File: src/mode_map.vh
// Purpose: constants for the converter mode word decoder
// Assumes: 16-bit serial frames, msb first, sampled on the frame clock falling edge
// Notes:   field positions, codes and reset values
`ifndef MODE_MAP_VH
`define MODE_MAP_VH
`define FRAME_BITS        16
`define WORD_SELECT_BIT   15
`define SCAN_HI           14
`define SCAN_LO           11
`define CHAN_HI           10
`define CHAN_LO           7
`define RESET_HI          6
`define RESET_LO          5
`define POWER_HI          4
`define POWER_LO          3
`define CHANNEL_TAG_BIT   2
`define SOFT_TRIGGER_BIT  1
`define SCAN_HOLD         4'h0
`define SCAN_MANUAL       4'h1
`define SCAN_REPEAT       4'h2
`define SCAN_STANDARD_INT 4'h3
`define SCAN_RESET_VAL    4'h1
`define CHAN_RESET_VAL    4'h0
`define POWER_RESET_VAL   2'h0
`define RESET_NONE        2'h0
`define RESET_FIFO        2'h1
`define RESET_ALL         2'h2
`define REPEAT_LAST       5'h0F
`endif

File: src/sync_edge.v
// Purpose: two-flop synchroniser with rise and fall pulses
// Assumes: input is asynchronous to clk
// Notes:   first flop feeds only the second
`timescale 1ns/1ps
module sync_edge #(
  parameter [0:0] RESET_LEVEL = 1'b0
) (
  input  wire clk,
  input  wire reset_n,
  input  wire asyncIn,
  output reg  level,
  output wire rise,
  output wire fall
);
  reg meta;
  reg levelDly;
  // two flops, then a delayed copy for edge detection; all reset to the pin's
  // idle level so that no false edge appears right after reset
  always @(posedge clk or negedge reset_n) begin
    if (!reset_n) begin
      meta     <= RESET_LEVEL;
      level    <= RESET_LEVEL;
      levelDly <= RESET_LEVEL;
    end else begin
      meta     <= asyncIn;
      level    <= meta;
      levelDly <= level;
    end
  end
  assign rise = level & ~levelDly;
  assign fall = ~level & levelDly;
endmodule // sync_edge

File: src/mode_word_ctrl.v
// Purpose: serial receiver and decoder for the converter mode control word
// Assumes: host drives frameClk, chipSelect_n and serialIn; all sampled on clk
// Notes:   result shift-out uses conversion data from the converter core
`timescale 1ns/1ps
`include "mode_map.vh"

module mode_word_ctrl (
  input  wire        clk,
  input  wire        reset_n,
  input  wire        frameClk,
  input  wire        chipSelect_n,
  input  wire        serialIn,
  input  wire        convertStartPin,
  input  wire [11:0] resultData,
  input  wire [3:0]  resultChannel,
  output reg         serialOut,
  output reg  [3:0]  scanMode,
  output reg  [3:0]  channelNumberSelect,
  output reg  [1:0]  powerModeSelect,
  output reg         channelTagEnable,
  output reg         internalClockMode,
  output reg         averageAllowed,
  output reg         fifoStore,
  output reg         fifoReset,
  output reg         convertStart,
  output reg  [3:0]  convertChannel,
  output reg         powerDown
);
  wire sclkRise, sclkFall;
  wire csLevel, csRise, csFall;
  wire dinLevel, cnvRise;

  // frame clock idles low; only its edges are used
  sync_edge #(
    .RESET_LEVEL (1'b0)
  ) uSclk (
    .clk     (clk),
    .reset_n (reset_n),
    .asyncIn (frameClk),
    .level   (),
    .rise    (sclkRise),
    .fall    (sclkFall)
  );
  // chip select idles high, so its flops reset high and no edge follows reset
  sync_edge #(
    .RESET_LEVEL (1'b1)
  ) uCs (
    .clk     (clk),
    .reset_n (reset_n),
    .asyncIn (chipSelect_n),
    .level   (csLevel),
    .rise    (csRise),
    .fall    (csFall)
  );
  // serial data is read as a level at the frame clock falling edge
  sync_edge #(
    .RESET_LEVEL (1'b0)
  ) uDin (
    .clk     (clk),
    .reset_n (reset_n),
    .asyncIn (serialIn),
    .level   (dinLevel),
    .rise    (),
    .fall    ()
  );
  // convert start pin: only its rising edge matters
  sync_edge #(
    .RESET_LEVEL (1'b0)
  ) uCnv (
    .clk     (clk),
    .reset_n (reset_n),
    .asyncIn (convertStartPin),
    .level   (),
    .rise    (cnvRise),
    .fall    ()
  );

  reg  [15:0] shiftIn_reg;
  reg  [4:0]  bitCount_reg;
  reg  [15:0] shiftOut_reg;
  reg         softTrigger_reg;

  // frame complete when chip select rises after 16 or more bits; bits past the 16th are not shifted in
  wire        frameDone = csRise & (bitCount_reg == 5'h10);
  wire [15:0] word      = shiftIn_reg;
  wire        modeWrite = frameDone & ~word[`WORD_SELECT_BIT];
  wire [3:0]  newScan   = word[`SCAN_HI:`SCAN_LO];
  wire        scanHold  = (newScan == `SCAN_HOLD);
  wire [1:0]  resetCode = word[`RESET_HI:`RESET_LO];
  // internal clock modes are repeat and standard; manual is external only
  wire        newIntClk = (newScan == `SCAN_REPEAT) | (newScan == `SCAN_STANDARD_INT);

  // serial input capture, counting bits of the frame
  always @(posedge clk or negedge reset_n) begin
    if (!reset_n) begin
      shiftIn_reg  <= 16'h0000;
      bitCount_reg <= 5'h00;
    end else if (csFall) begin
      bitCount_reg <= 5'h00;
    end else if (!csLevel && sclkFall && bitCount_reg != 5'h10) begin
      // host changes data on rising edge, so sample on falling
      shiftIn_reg  <= {shiftIn_reg[14:0], dinLevel};
      bitCount_reg <= bitCount_reg + 5'h01;
    end
  end

  // mode word fields; bit 0 is never looked at
  always @(posedge clk or negedge reset_n) begin
    if (!reset_n) begin
      scanMode            <= `SCAN_RESET_VAL;
      channelNumberSelect <= `CHAN_RESET_VAL;
      powerModeSelect     <= `POWER_RESET_VAL;
      channelTagEnable    <= 1'b0;
      internalClockMode   <= 1'b0;
      averageAllowed      <= 1'b0;
      softTrigger_reg     <= 1'b0;
      fifoReset           <= 1'b0;
    end else begin
      fifoReset <= 1'b0;
      if (modeWrite && resetCode == `RESET_ALL) begin
        scanMode            <= `SCAN_RESET_VAL;
        channelNumberSelect <= `CHAN_RESET_VAL;
        powerModeSelect     <= `POWER_RESET_VAL;
        channelTagEnable    <= 1'b0;
        internalClockMode   <= 1'b0;
        averageAllowed      <= 1'b0;
        softTrigger_reg     <= 1'b0;
        fifoReset           <= 1'b1;
      end else if (modeWrite) begin
        fifoReset        <= (resetCode == `RESET_FIFO);
        powerModeSelect  <= word[`POWER_HI:`POWER_LO];
        channelTagEnable <= word[`CHANNEL_TAG_BIT];
        softTrigger_reg  <= word[`SOFT_TRIGGER_BIT];
        if (!scanHold) begin
          scanMode            <= newScan;
          channelNumberSelect <= word[`CHAN_HI:`CHAN_LO];
          internalClockMode   <= newIntClk;
          averageAllowed      <= newIntClk;
        end
      end else if (softTrigger_reg && csRise) begin
        // one write buys one software-triggered scan
        softTrigger_reg <= 1'b0;
      end
    end
  end

  // power-down follows the power field only while the external clock is in use
  always @(posedge clk or negedge reset_n) begin
    if (!reset_n)
      powerDown <= 1'b0;
    else
      powerDown <= ~internalClockMode & (powerModeSelect != `POWER_RESET_VAL);
  end

  // conversion sequencing
  reg [3:0] scanChan_reg;
  reg [4:0] repeatCount_reg;
  reg       scanBusy_reg;
  wire      intStart = internalClockMode & ((softTrigger_reg & csRise) |
                                            (~softTrigger_reg & cnvRise));
  always @(posedge clk or negedge reset_n) begin
    if (!reset_n) begin
      convertStart    <= 1'b0;
      convertChannel  <= 4'h0;
      fifoStore       <= 1'b0;
      scanChan_reg    <= 4'h0;
      repeatCount_reg <= 5'h00;
      scanBusy_reg    <= 1'b0;
    end else begin
      convertStart <= 1'b0;
      fifoStore    <= 1'b0;
      if (modeWrite && !scanHold && newScan == `SCAN_MANUAL) begin
        // manual: convert the channel named in this frame now
        convertStart    <= 1'b1;
        convertChannel  <= word[`CHAN_HI:`CHAN_LO];
        scanBusy_reg    <= 1'b0;
      end else if (modeWrite && (!scanHold || resetCode == `RESET_ALL)) begin
        // a new setup or a full reset drops any scan in flight, so a half-done
        // sequence never runs on against a new channel number or scan code
        scanBusy_reg <= 1'b0;
      end else if (intStart && !scanBusy_reg) begin
        scanBusy_reg    <= 1'b1;
        scanChan_reg    <= (scanMode == `SCAN_STANDARD_INT) ? 4'h0 : channelNumberSelect;
        repeatCount_reg <= 5'h00;
      end else if (scanBusy_reg) begin
        // one conversion per clock; core handles actual pacing
        convertStart   <= 1'b1;
        convertChannel <= scanChan_reg;
        fifoStore      <= 1'b1;
        if (scanMode == `SCAN_REPEAT) begin
          repeatCount_reg <= repeatCount_reg + 5'h01;
          if (repeatCount_reg == `REPEAT_LAST)
            scanBusy_reg <= 1'b0;
        end else if (scanChan_reg == channelNumberSelect) begin
          scanBusy_reg <= 1'b0;
        end else begin
          scanChan_reg <= scanChan_reg + 4'h1;
        end
      end
    end
  end

  // output word: load at frame start, shift on rising frame clock
  always @(posedge clk or negedge reset_n) begin
    if (!reset_n) begin
      shiftOut_reg <= 16'h0000;
      serialOut    <= 1'b0;
    end else if (csFall) begin
      if (internalClockMode || channelTagEnable)
        shiftOut_reg <= {resultChannel, resultData};
      else
        shiftOut_reg <= {resultData, 4'h0};
      serialOut <= 1'b0;
    end else if (!csLevel && sclkRise) begin
      serialOut    <= shiftOut_reg[15];
      shiftOut_reg <= {shiftOut_reg[14:0], 1'b0};
    end
  end
endmodule // mode_word_ctrl

File: config.mk
export PLATFORM = sky130hd
export DESIGN_NAME = mode_word_ctrl
export DESIGN_NICKNAME = d
export VERILOG_FILES = /design/src/sync_edge.v /design/src/mode_word_ctrl.v
export VERILOG_INCLUDE_DIRS = /design/src
export SDC_FILE = /design/constraint.sdc
export NUM_CORES = 1
export LEC_CHECK = 0
export BUFFER_PORTS_ARGS = -buffer_cell sky130_fd_sc_hd__buf_2
export CAP_MARGIN = 15
export CORE_MARGIN = 3
export CORE_UTILIZATION = 52
export DETAILED_ROUTE_END_ITERATION = 6
export PLACE_DENSITY = 0.81
export SLEW_MARGIN = 0
export SYNTH_ARGS = -nofsm -noshare
export SYNTH_HDL_FRONTEND = slang
export SYNTH_SLANG_ARGS = --single-unit
File: constraint.sdc
create_clock -name clk -period 1.8 [get_ports clk]
set_clock_uncertainty 0.05 [all_clocks]
set_input_delay 0.54 -clock clk [delete_from_list [all_inputs] [get_ports clk]]
set_output_delay 0.54 -clock clk [all_outputs]
set_load 0.05 [all_outputs]
After elaboration in Yosys (flattened, before gate mapping)
Cells that the tools add are included.

word-level totals
  output and inout bits = 22
  bits in registers = 80
  memories kept = 0
  ROM bits = 0
  bits in writable memories = 0
  latch bits = 0
  input bits = 22
  word-level logic and storage cells = 149

cells by class
  equality and inequality tests = 16
  div/mod/pow operators = 0
  shift-type cells = 0
  bitwise operators = 24
  $lt $le $gt $ge = 0
  add/sub/neg operators = 3
  multiply operators = 0
  reduce and logical (&&, ||, !) cells = 28
  mux-type cells = 49

operator list
  cell                                                                   number
  4-bit 2-to-1 mux                                                       15
  16-bit 2-to-1 mux                                                      3
  5-bit 2-to-1 mux                                                       5
  1-bit 2-to-1 mux                                                       24
  4-bit by 2-bit equality test with 1-bit output, second input constant  4
  2-bit nonzero test                                                     7
  1-bit AND                                                              11
  1-bit NOT                                                              11
  5-bit by 1-bit adder with 5-bit output, second input constant          2
  1-bit logical AND                                                      9
  2-bit != test, second input constant                                   4
  5-bit by 4-bit equality test with 1-bit output, second input constant  1
  5-bit equality test, second input constant                             1
  5-bit != test, second input constant                                   1
  5-bit AND reduction                                                    1
  4-bit by 1-bit adder with 4-bit output, second input constant          1
  4-bit by 1-bit equality test with 1-bit output, second input constant  1
  4-bit equality test                                                    1
  4-bit logical NOT                                                      1
  2-bit 2-to-1 mux                                                       2
  2-bit AND reduction                                                    2
  4-bit AND reduction                                                    1
  1-bit logical NOT                                                      3
  3-bit AND reduction                                                    1
  other kinds (6)                                                        8

Longest topological paths before layout
  word-level depth = 9
  mapped depth = 8
  mapped depth without buffers = 7

By module
A second synthesis with hierarchy kept.

second synthesis, totals
  cell total of the unflattened synthesis = 364
  area, all modules = 3,823.7 sq um

by module, submodules not included
  module                 cells an instance  seq. area each (sq um)  area an instance (sq um)  times used
  mode_word_ctrl         344                1,727.9                 3,459.6                   1
  sync_edge at uCnv ...  5                  75.1                    90.1                      3
  sync_edge at uCs       5                  78.8                    93.8                      1

Worst setup path before layout
No wires, ideal clock.

  path kind = register to register
  start point = register scanMode[1]
  end point = register scanChan_reg[0]
  setup time = 0.128 ns
  stages on the path, launching flop included = 5
  path slack = -0.273 ns
  path buffers = 0
  arrival = 1.896 ns
  cell sequence = dfrtp_1 -> or4b_2 -> o41ai_2 -> a211oi_4 -> mux2_1

on the way
  longest elaborated chain between the ends = 3
  elaborated cells between the ends (all ways) = 6
  those cells by class = 3 x eq/ne; 2 x mux; 1 x reduce/logical

ends and longest elaborated chain
  item                                                                      line                  text
  start: declaration                                                        mode_word_ctrl.v:17   output reg [3:0] scanMode,
  start signal: assignment                                                  mode_word_ctrl.v:110  scanMode <= `SCAN_RESET_VAL;
  start signal: assignment                                                  mode_word_ctrl.v:121  scanMode <= `SCAN_RESET_VAL;
  start signal: assignment                                                  mode_word_ctrl.v:135  scanMode <= newScan;
  4-bit by 2-bit equality test with 1-bit output (no source line)           -
  2-bit != test (no source line) or 4-bit 2-to-1 mux (tied branches)        -
  5-bit AND reduction (no source line) or 4-bit 2-to-1 mux (tied branches)  -
  end signal: assignment                                                    mode_word_ctrl.v:183  scanChan_reg <= (scanMode == `SCAN_STANDARD_INT) ? 4'h0 : channelNumberSelect;
  end signal: assignment                                                    mode_word_ctrl.v:197  scanChan_reg <= scanChan_reg + 4'h1;
  end: declaration                                                          mode_word_ctrl.v:156  reg [3:0] scanChan_reg;

Parallel ways exist; a longest one is shown, timed or not.
A chain may end at the register's enable or synchronous reset.

Final worst setup path
  start point = register shiftIn_reg[13]
  end point = register scanChan_reg[1]

on the way
  longest elaborated chain between the ends = 6
  elaborated cells between the ends (all ways) = 10
  those cells by class = 1 x eq/ne; 2 x bitwise; 7 x reduce/logical

ends and longest elaborated chain
  item                                                                    line                                        text
  start: declaration                                                      mode_word_ctrl.v:78                         reg [15:0] shiftIn_reg;
  start signal: assignment                                                mode_word_ctrl.v:102                        shiftIn_reg <= {shiftIn_reg[14:0], dinLevel};
  4-bit logical NOT (no source line)                                      -
  1-bit logical NOT                                                       mode_word_ctrl.v:172, mode_word_ctrl.v:177
  1-bit logical OR (no source line) or 1-bit logical AND (tied branches)  -
  1-bit logical AND (on tied branches)                                    -
  1-bit NOT (no source line)                                              -
  5-bit AND reduction (no source line) *                                  -

Mark *: on every way between the ends. The rest lies on a longest branch, timed or not.

==> results <==
- Synthesis produced a netlist whose cell count is 354.
- In the final layout, the share of cells above drive strength 1 is 35.62%.
- For this run, the number of Yosys warnings is 0.
- At the worst endpoint, the required time is 1990 ps.
- In this run, the combinational gates consume 12.4% of the power.
- Setup repair after global routing could not meet its margin everywhere.
- The floorplan has 30 rows.
- The total overflow left after global routing is 0.
- The initial antenna violation count was 0.
- In the routed design, unresolved DRC markers number 0.
- The total power per unit cell area is 800.4 mW/mm^2.
- The min-delay analysis places its worst path in the category primary input to async pin.
- The final routed wire length divided by cell count is 15.10 um.
- The number of nets in the layout is 460.
- The netlist area before placement is 0.003692 mm^2.
- The diode insertion count for antenna repair is 0.
- The critical path is of the register to register type.
- After detailed routing, the total wire length is 8.061 mm.
- The final critical delay including setup and external delays is 1875 ps.
- The final count of hold timing violations is 0.
- The longest clock path from root to sink contains 2 buffers.
- The TritonCTS clock tree is built.
- The fraction of power spent switching nets is 26.61%.
- The slack of the critical path is -75.44 ps.
- The stage delay of the slowest cell on the critical path is 420 ps.
- Derived from the worst setup path, the maximum achievable clock frequency is 533.2 MHz.
- The tree is rooted in a clkbuf_8.
- The tightest hold margin is 66.94 ps.
- In this run the tightest slew margin relative to its limit is 67.84%.
- The actual slew at the worst max-slew pin is 477.2 ps.
- The number of search-and-repair iterations in the first detailed-routing pass is 4.
- The height of the die is 90.27 um.
- The first-pass GRT wire length is 13.54 mm.
- Among cell families on the critical path, the largest total delay comes from compound AO/OA/AOI/OAI gates.
- The maximum fanout along the worst path is 3.
- The top cell type by total area after synthesis is dfrtp_1.
- From synthesis to final layout, the design area changed by 24.30%.
- The initial utilization of the core area, before any placement, comes to 54.05%.
- The overall power of the completed layout is 0.003673 W.
- The post-route setup TNS is -570.7 ps.
- The number of top-level design ports is 44.
- The run finished, with violations left.
- The antenna violation net count after detailed routing is 0.
- The peak supply drop is 698.2 uV.
- Summed over all nets, the half-perimeter wirelength after detailed placement is 5.596 mm.
- The finished layout holds 534 standard cells, fillers aside.
- The synthesized design contains 80 register bits.
- The net switching component of the power is 0.0009773 W.
- Dividing the detail-routed via count by the number of cells gives 5.455.
- The share of flip-flops with an asynchronous set or reset after synthesis is 100.0%.
- For this run, the share of the core covered by cells in the final layout is 67.18%.
- The commonest cells after synthesis are 76 x dfrtp_1, 64 x nand2_1, 43 x o21ai_0.
- Across every metal layer, demand over resource in global routing totals 20.72%.
- The sequential share of power is 55.3%.
- Setup violations remaining at the end of the flow were counted as 20.
- The signal on the critical path passes through or3_4, o311a_4, a211oi_4, buf_4, o211ai_1, o21a_1.
- The element type at the critical path end is a register.
- The cell-internal power is 0.002696 W.
- The detailed-route via count is 2913.
- The final critical path takes up 104.2% of the cycle.
- The average instance in the mapped netlist occupies 10.43 um^2.
- For this run, the register share of the synthesized area comes to 54.35%.
- The weighted congestion reported at the end of routability-driven placement is 0.8579.
- The cell count after placement is 507.
- The library cell contributing the largest single delay on the critical path is or3_4.
- The fraction of power consumed by the clock network is 32.3%.
- Data on the critical path arrives at its endpoint at 2060 ps.
- The total die area is 0.008148 mm^2.
- In the synthesized netlist the dominant register cell turns out to be dfrtp_1.
- The number of global-route vias before repair is 2932.
- The clock tree synthesis step divided the H-tree into 3 levels.
- Ranked by total cell area, the synthesized netlist is headed by dfrtp_1 52%, nand2_1 6.5%, o21ai_0 5.8%.
- Synthesis produced a netlist with a net count of 381.
- The startpoint type of the worst setup path is a register.
- After synthesis, the largest area contributor takes up 51.51% of total cell area.
- The total core area is 0.006832 mm^2.
- The number of max-slew violations in the final report is 0.
- Clock latency on the worst-skew pair, taken at its later pin, is 350 ps.
- After the first detailed-routing iteration, the DRC count stood at 171.
- The width of the die is 90.27 um.
- The number of distinct library cells after synthesis is 56.
- The synthesized design contains 0 enable-type register cells.
- The number of buffers and inverters on the critical path is 1.
- The maximum number of pins on one net before global-route repair is 33.
- The checks that failed: setup timing.
- The reported max-cap violation count is 0.
- Buffers inserted during clock tree synthesis total 9.
- The clock sink count is 80.
- After clock tree synthesis, the clock-pin slew on the worst setup and hold paths is 90 ps.
- Summed over all cells, the static leakage comes to 2.197 nW.
- By instance count, the leading cell after synthesis is dfrtp_1.
- Port buffering added 43 buffers.
kinds of logic after synthesis:
logic type / synth area share [%]
AOI/OAI and AO/OA: 16.61
and+or+nand+nor: 15.52
adders and majority gates: 1.694
DFF: 54.35
buffers and inverters: 3.219
muxes: 6.710
xor gates and xnor gates: 1.898
per-layer routing:
layer	vias to the layer above	GRT usage [%]	share of wire (%)
met2	61	34.72	51
met5	-	0	0
met4	0	8.291	1.8
met1	1442	26.30	43
met3	13	4.417	4.3
li1	1397	-	-
final timing paths:
kind | to | slack, ps | cells past startpoint | startpoint
setup / recovery | scanChan_reg[1] | -80 | 6 | shiftIn_reg[13]
hold / removal | bitCount_reg[2] | 70 | 1 | reset_n
setup reg to reg | scanChan_reg[1] | -80 | 6 | shiftIn_reg[13]
hold reg to reg | uDin.level | 310 | 0 | uDin.meta
max in group asynchronous | uCs.levelDly | 1060 | 2 | reset_n
min in group clk | uCs.meta | 230 | 1 | chipSelect_n
area by class of cell:
type                       count  area [um^2]
fill                         503         2242
sequential                    80         2014
multi-input combinational    249         1652
timing repair buffer          82        580.6
clock buffer                  10        137.6
tap                           96        120.1
clock inverter                 6        43.79
inverter                      11        41.29
worst reg2reg max path, delay by kind of cell (launching register included):
family | cells | cell delay, ps
buffers and inverters | 1 | 170
and+or+nand+nor | 1 | 420
AOI/OAI and AO/OA | 4 | 740
DFF | 1 | 380
metrics by stage:
stage	instance area (um^2)	setup slack, ps
after floorplan	3717	-172.4
after global placement	4224	-38.25
after detailed placement	4224	-67.02
after CTS	4454	-80.52
after global routing	4589	-141.1
final	4589	-75.44
repair_timing:
item | in CTS | in global routing
setup buffers | 2 | 8
pin swaps | 0 | 4
gates resized for setup | 10 | 18
gates cloned | 1 | 1
endpoints found under the setup margin | 25 | 51
hold buffers | 0 | 0
placed cells by master (no fill, tap or decap), types with 2 or more instances in the layout:
cell type / instances
dfrtp_1: 70
nand2_1: 64
o21ai_0: 42
buf_2: 38
buf_4: 34
a21oi_1: 28
nor2_1: 14
mux2_2: 13
clkbuf_8: 10
inv_1: 9
xor2_1: 7
nand3_1: 6
mux2i_1: 6
dfrtp_2: 6
buf_6: 6
a22o_1: 5
nand2b_1: 4
a22oi_1: 4
o21ai_2: 4
ha_1: 4
dfstp_2: 4
buf_12: 3
inv_2: 2
nor3_2: 2
a31oi_1: 2
mux2_4: 2
nand4_1: 2
clkinv_2: 2
clkinv_4: 2
power by group through the flow:
stage | logic [W] | registers, W | clock network, W
2_1_floorplan | 0.000237 | 0.00205 | 0
3_3_place_gp | 0.000408 | 0.00205 | 0
3_5_place_dp | 0.000426 | 0.00206 | 0
4_1_cts | 0.000438 | 0.00203 | 0.00122
5_1_grt | 0.000510 | 0.00205 | 0.00130
6_report | 0.000454 | 0.00203 | 0.00119
Power figures use the tool's default switching activity.
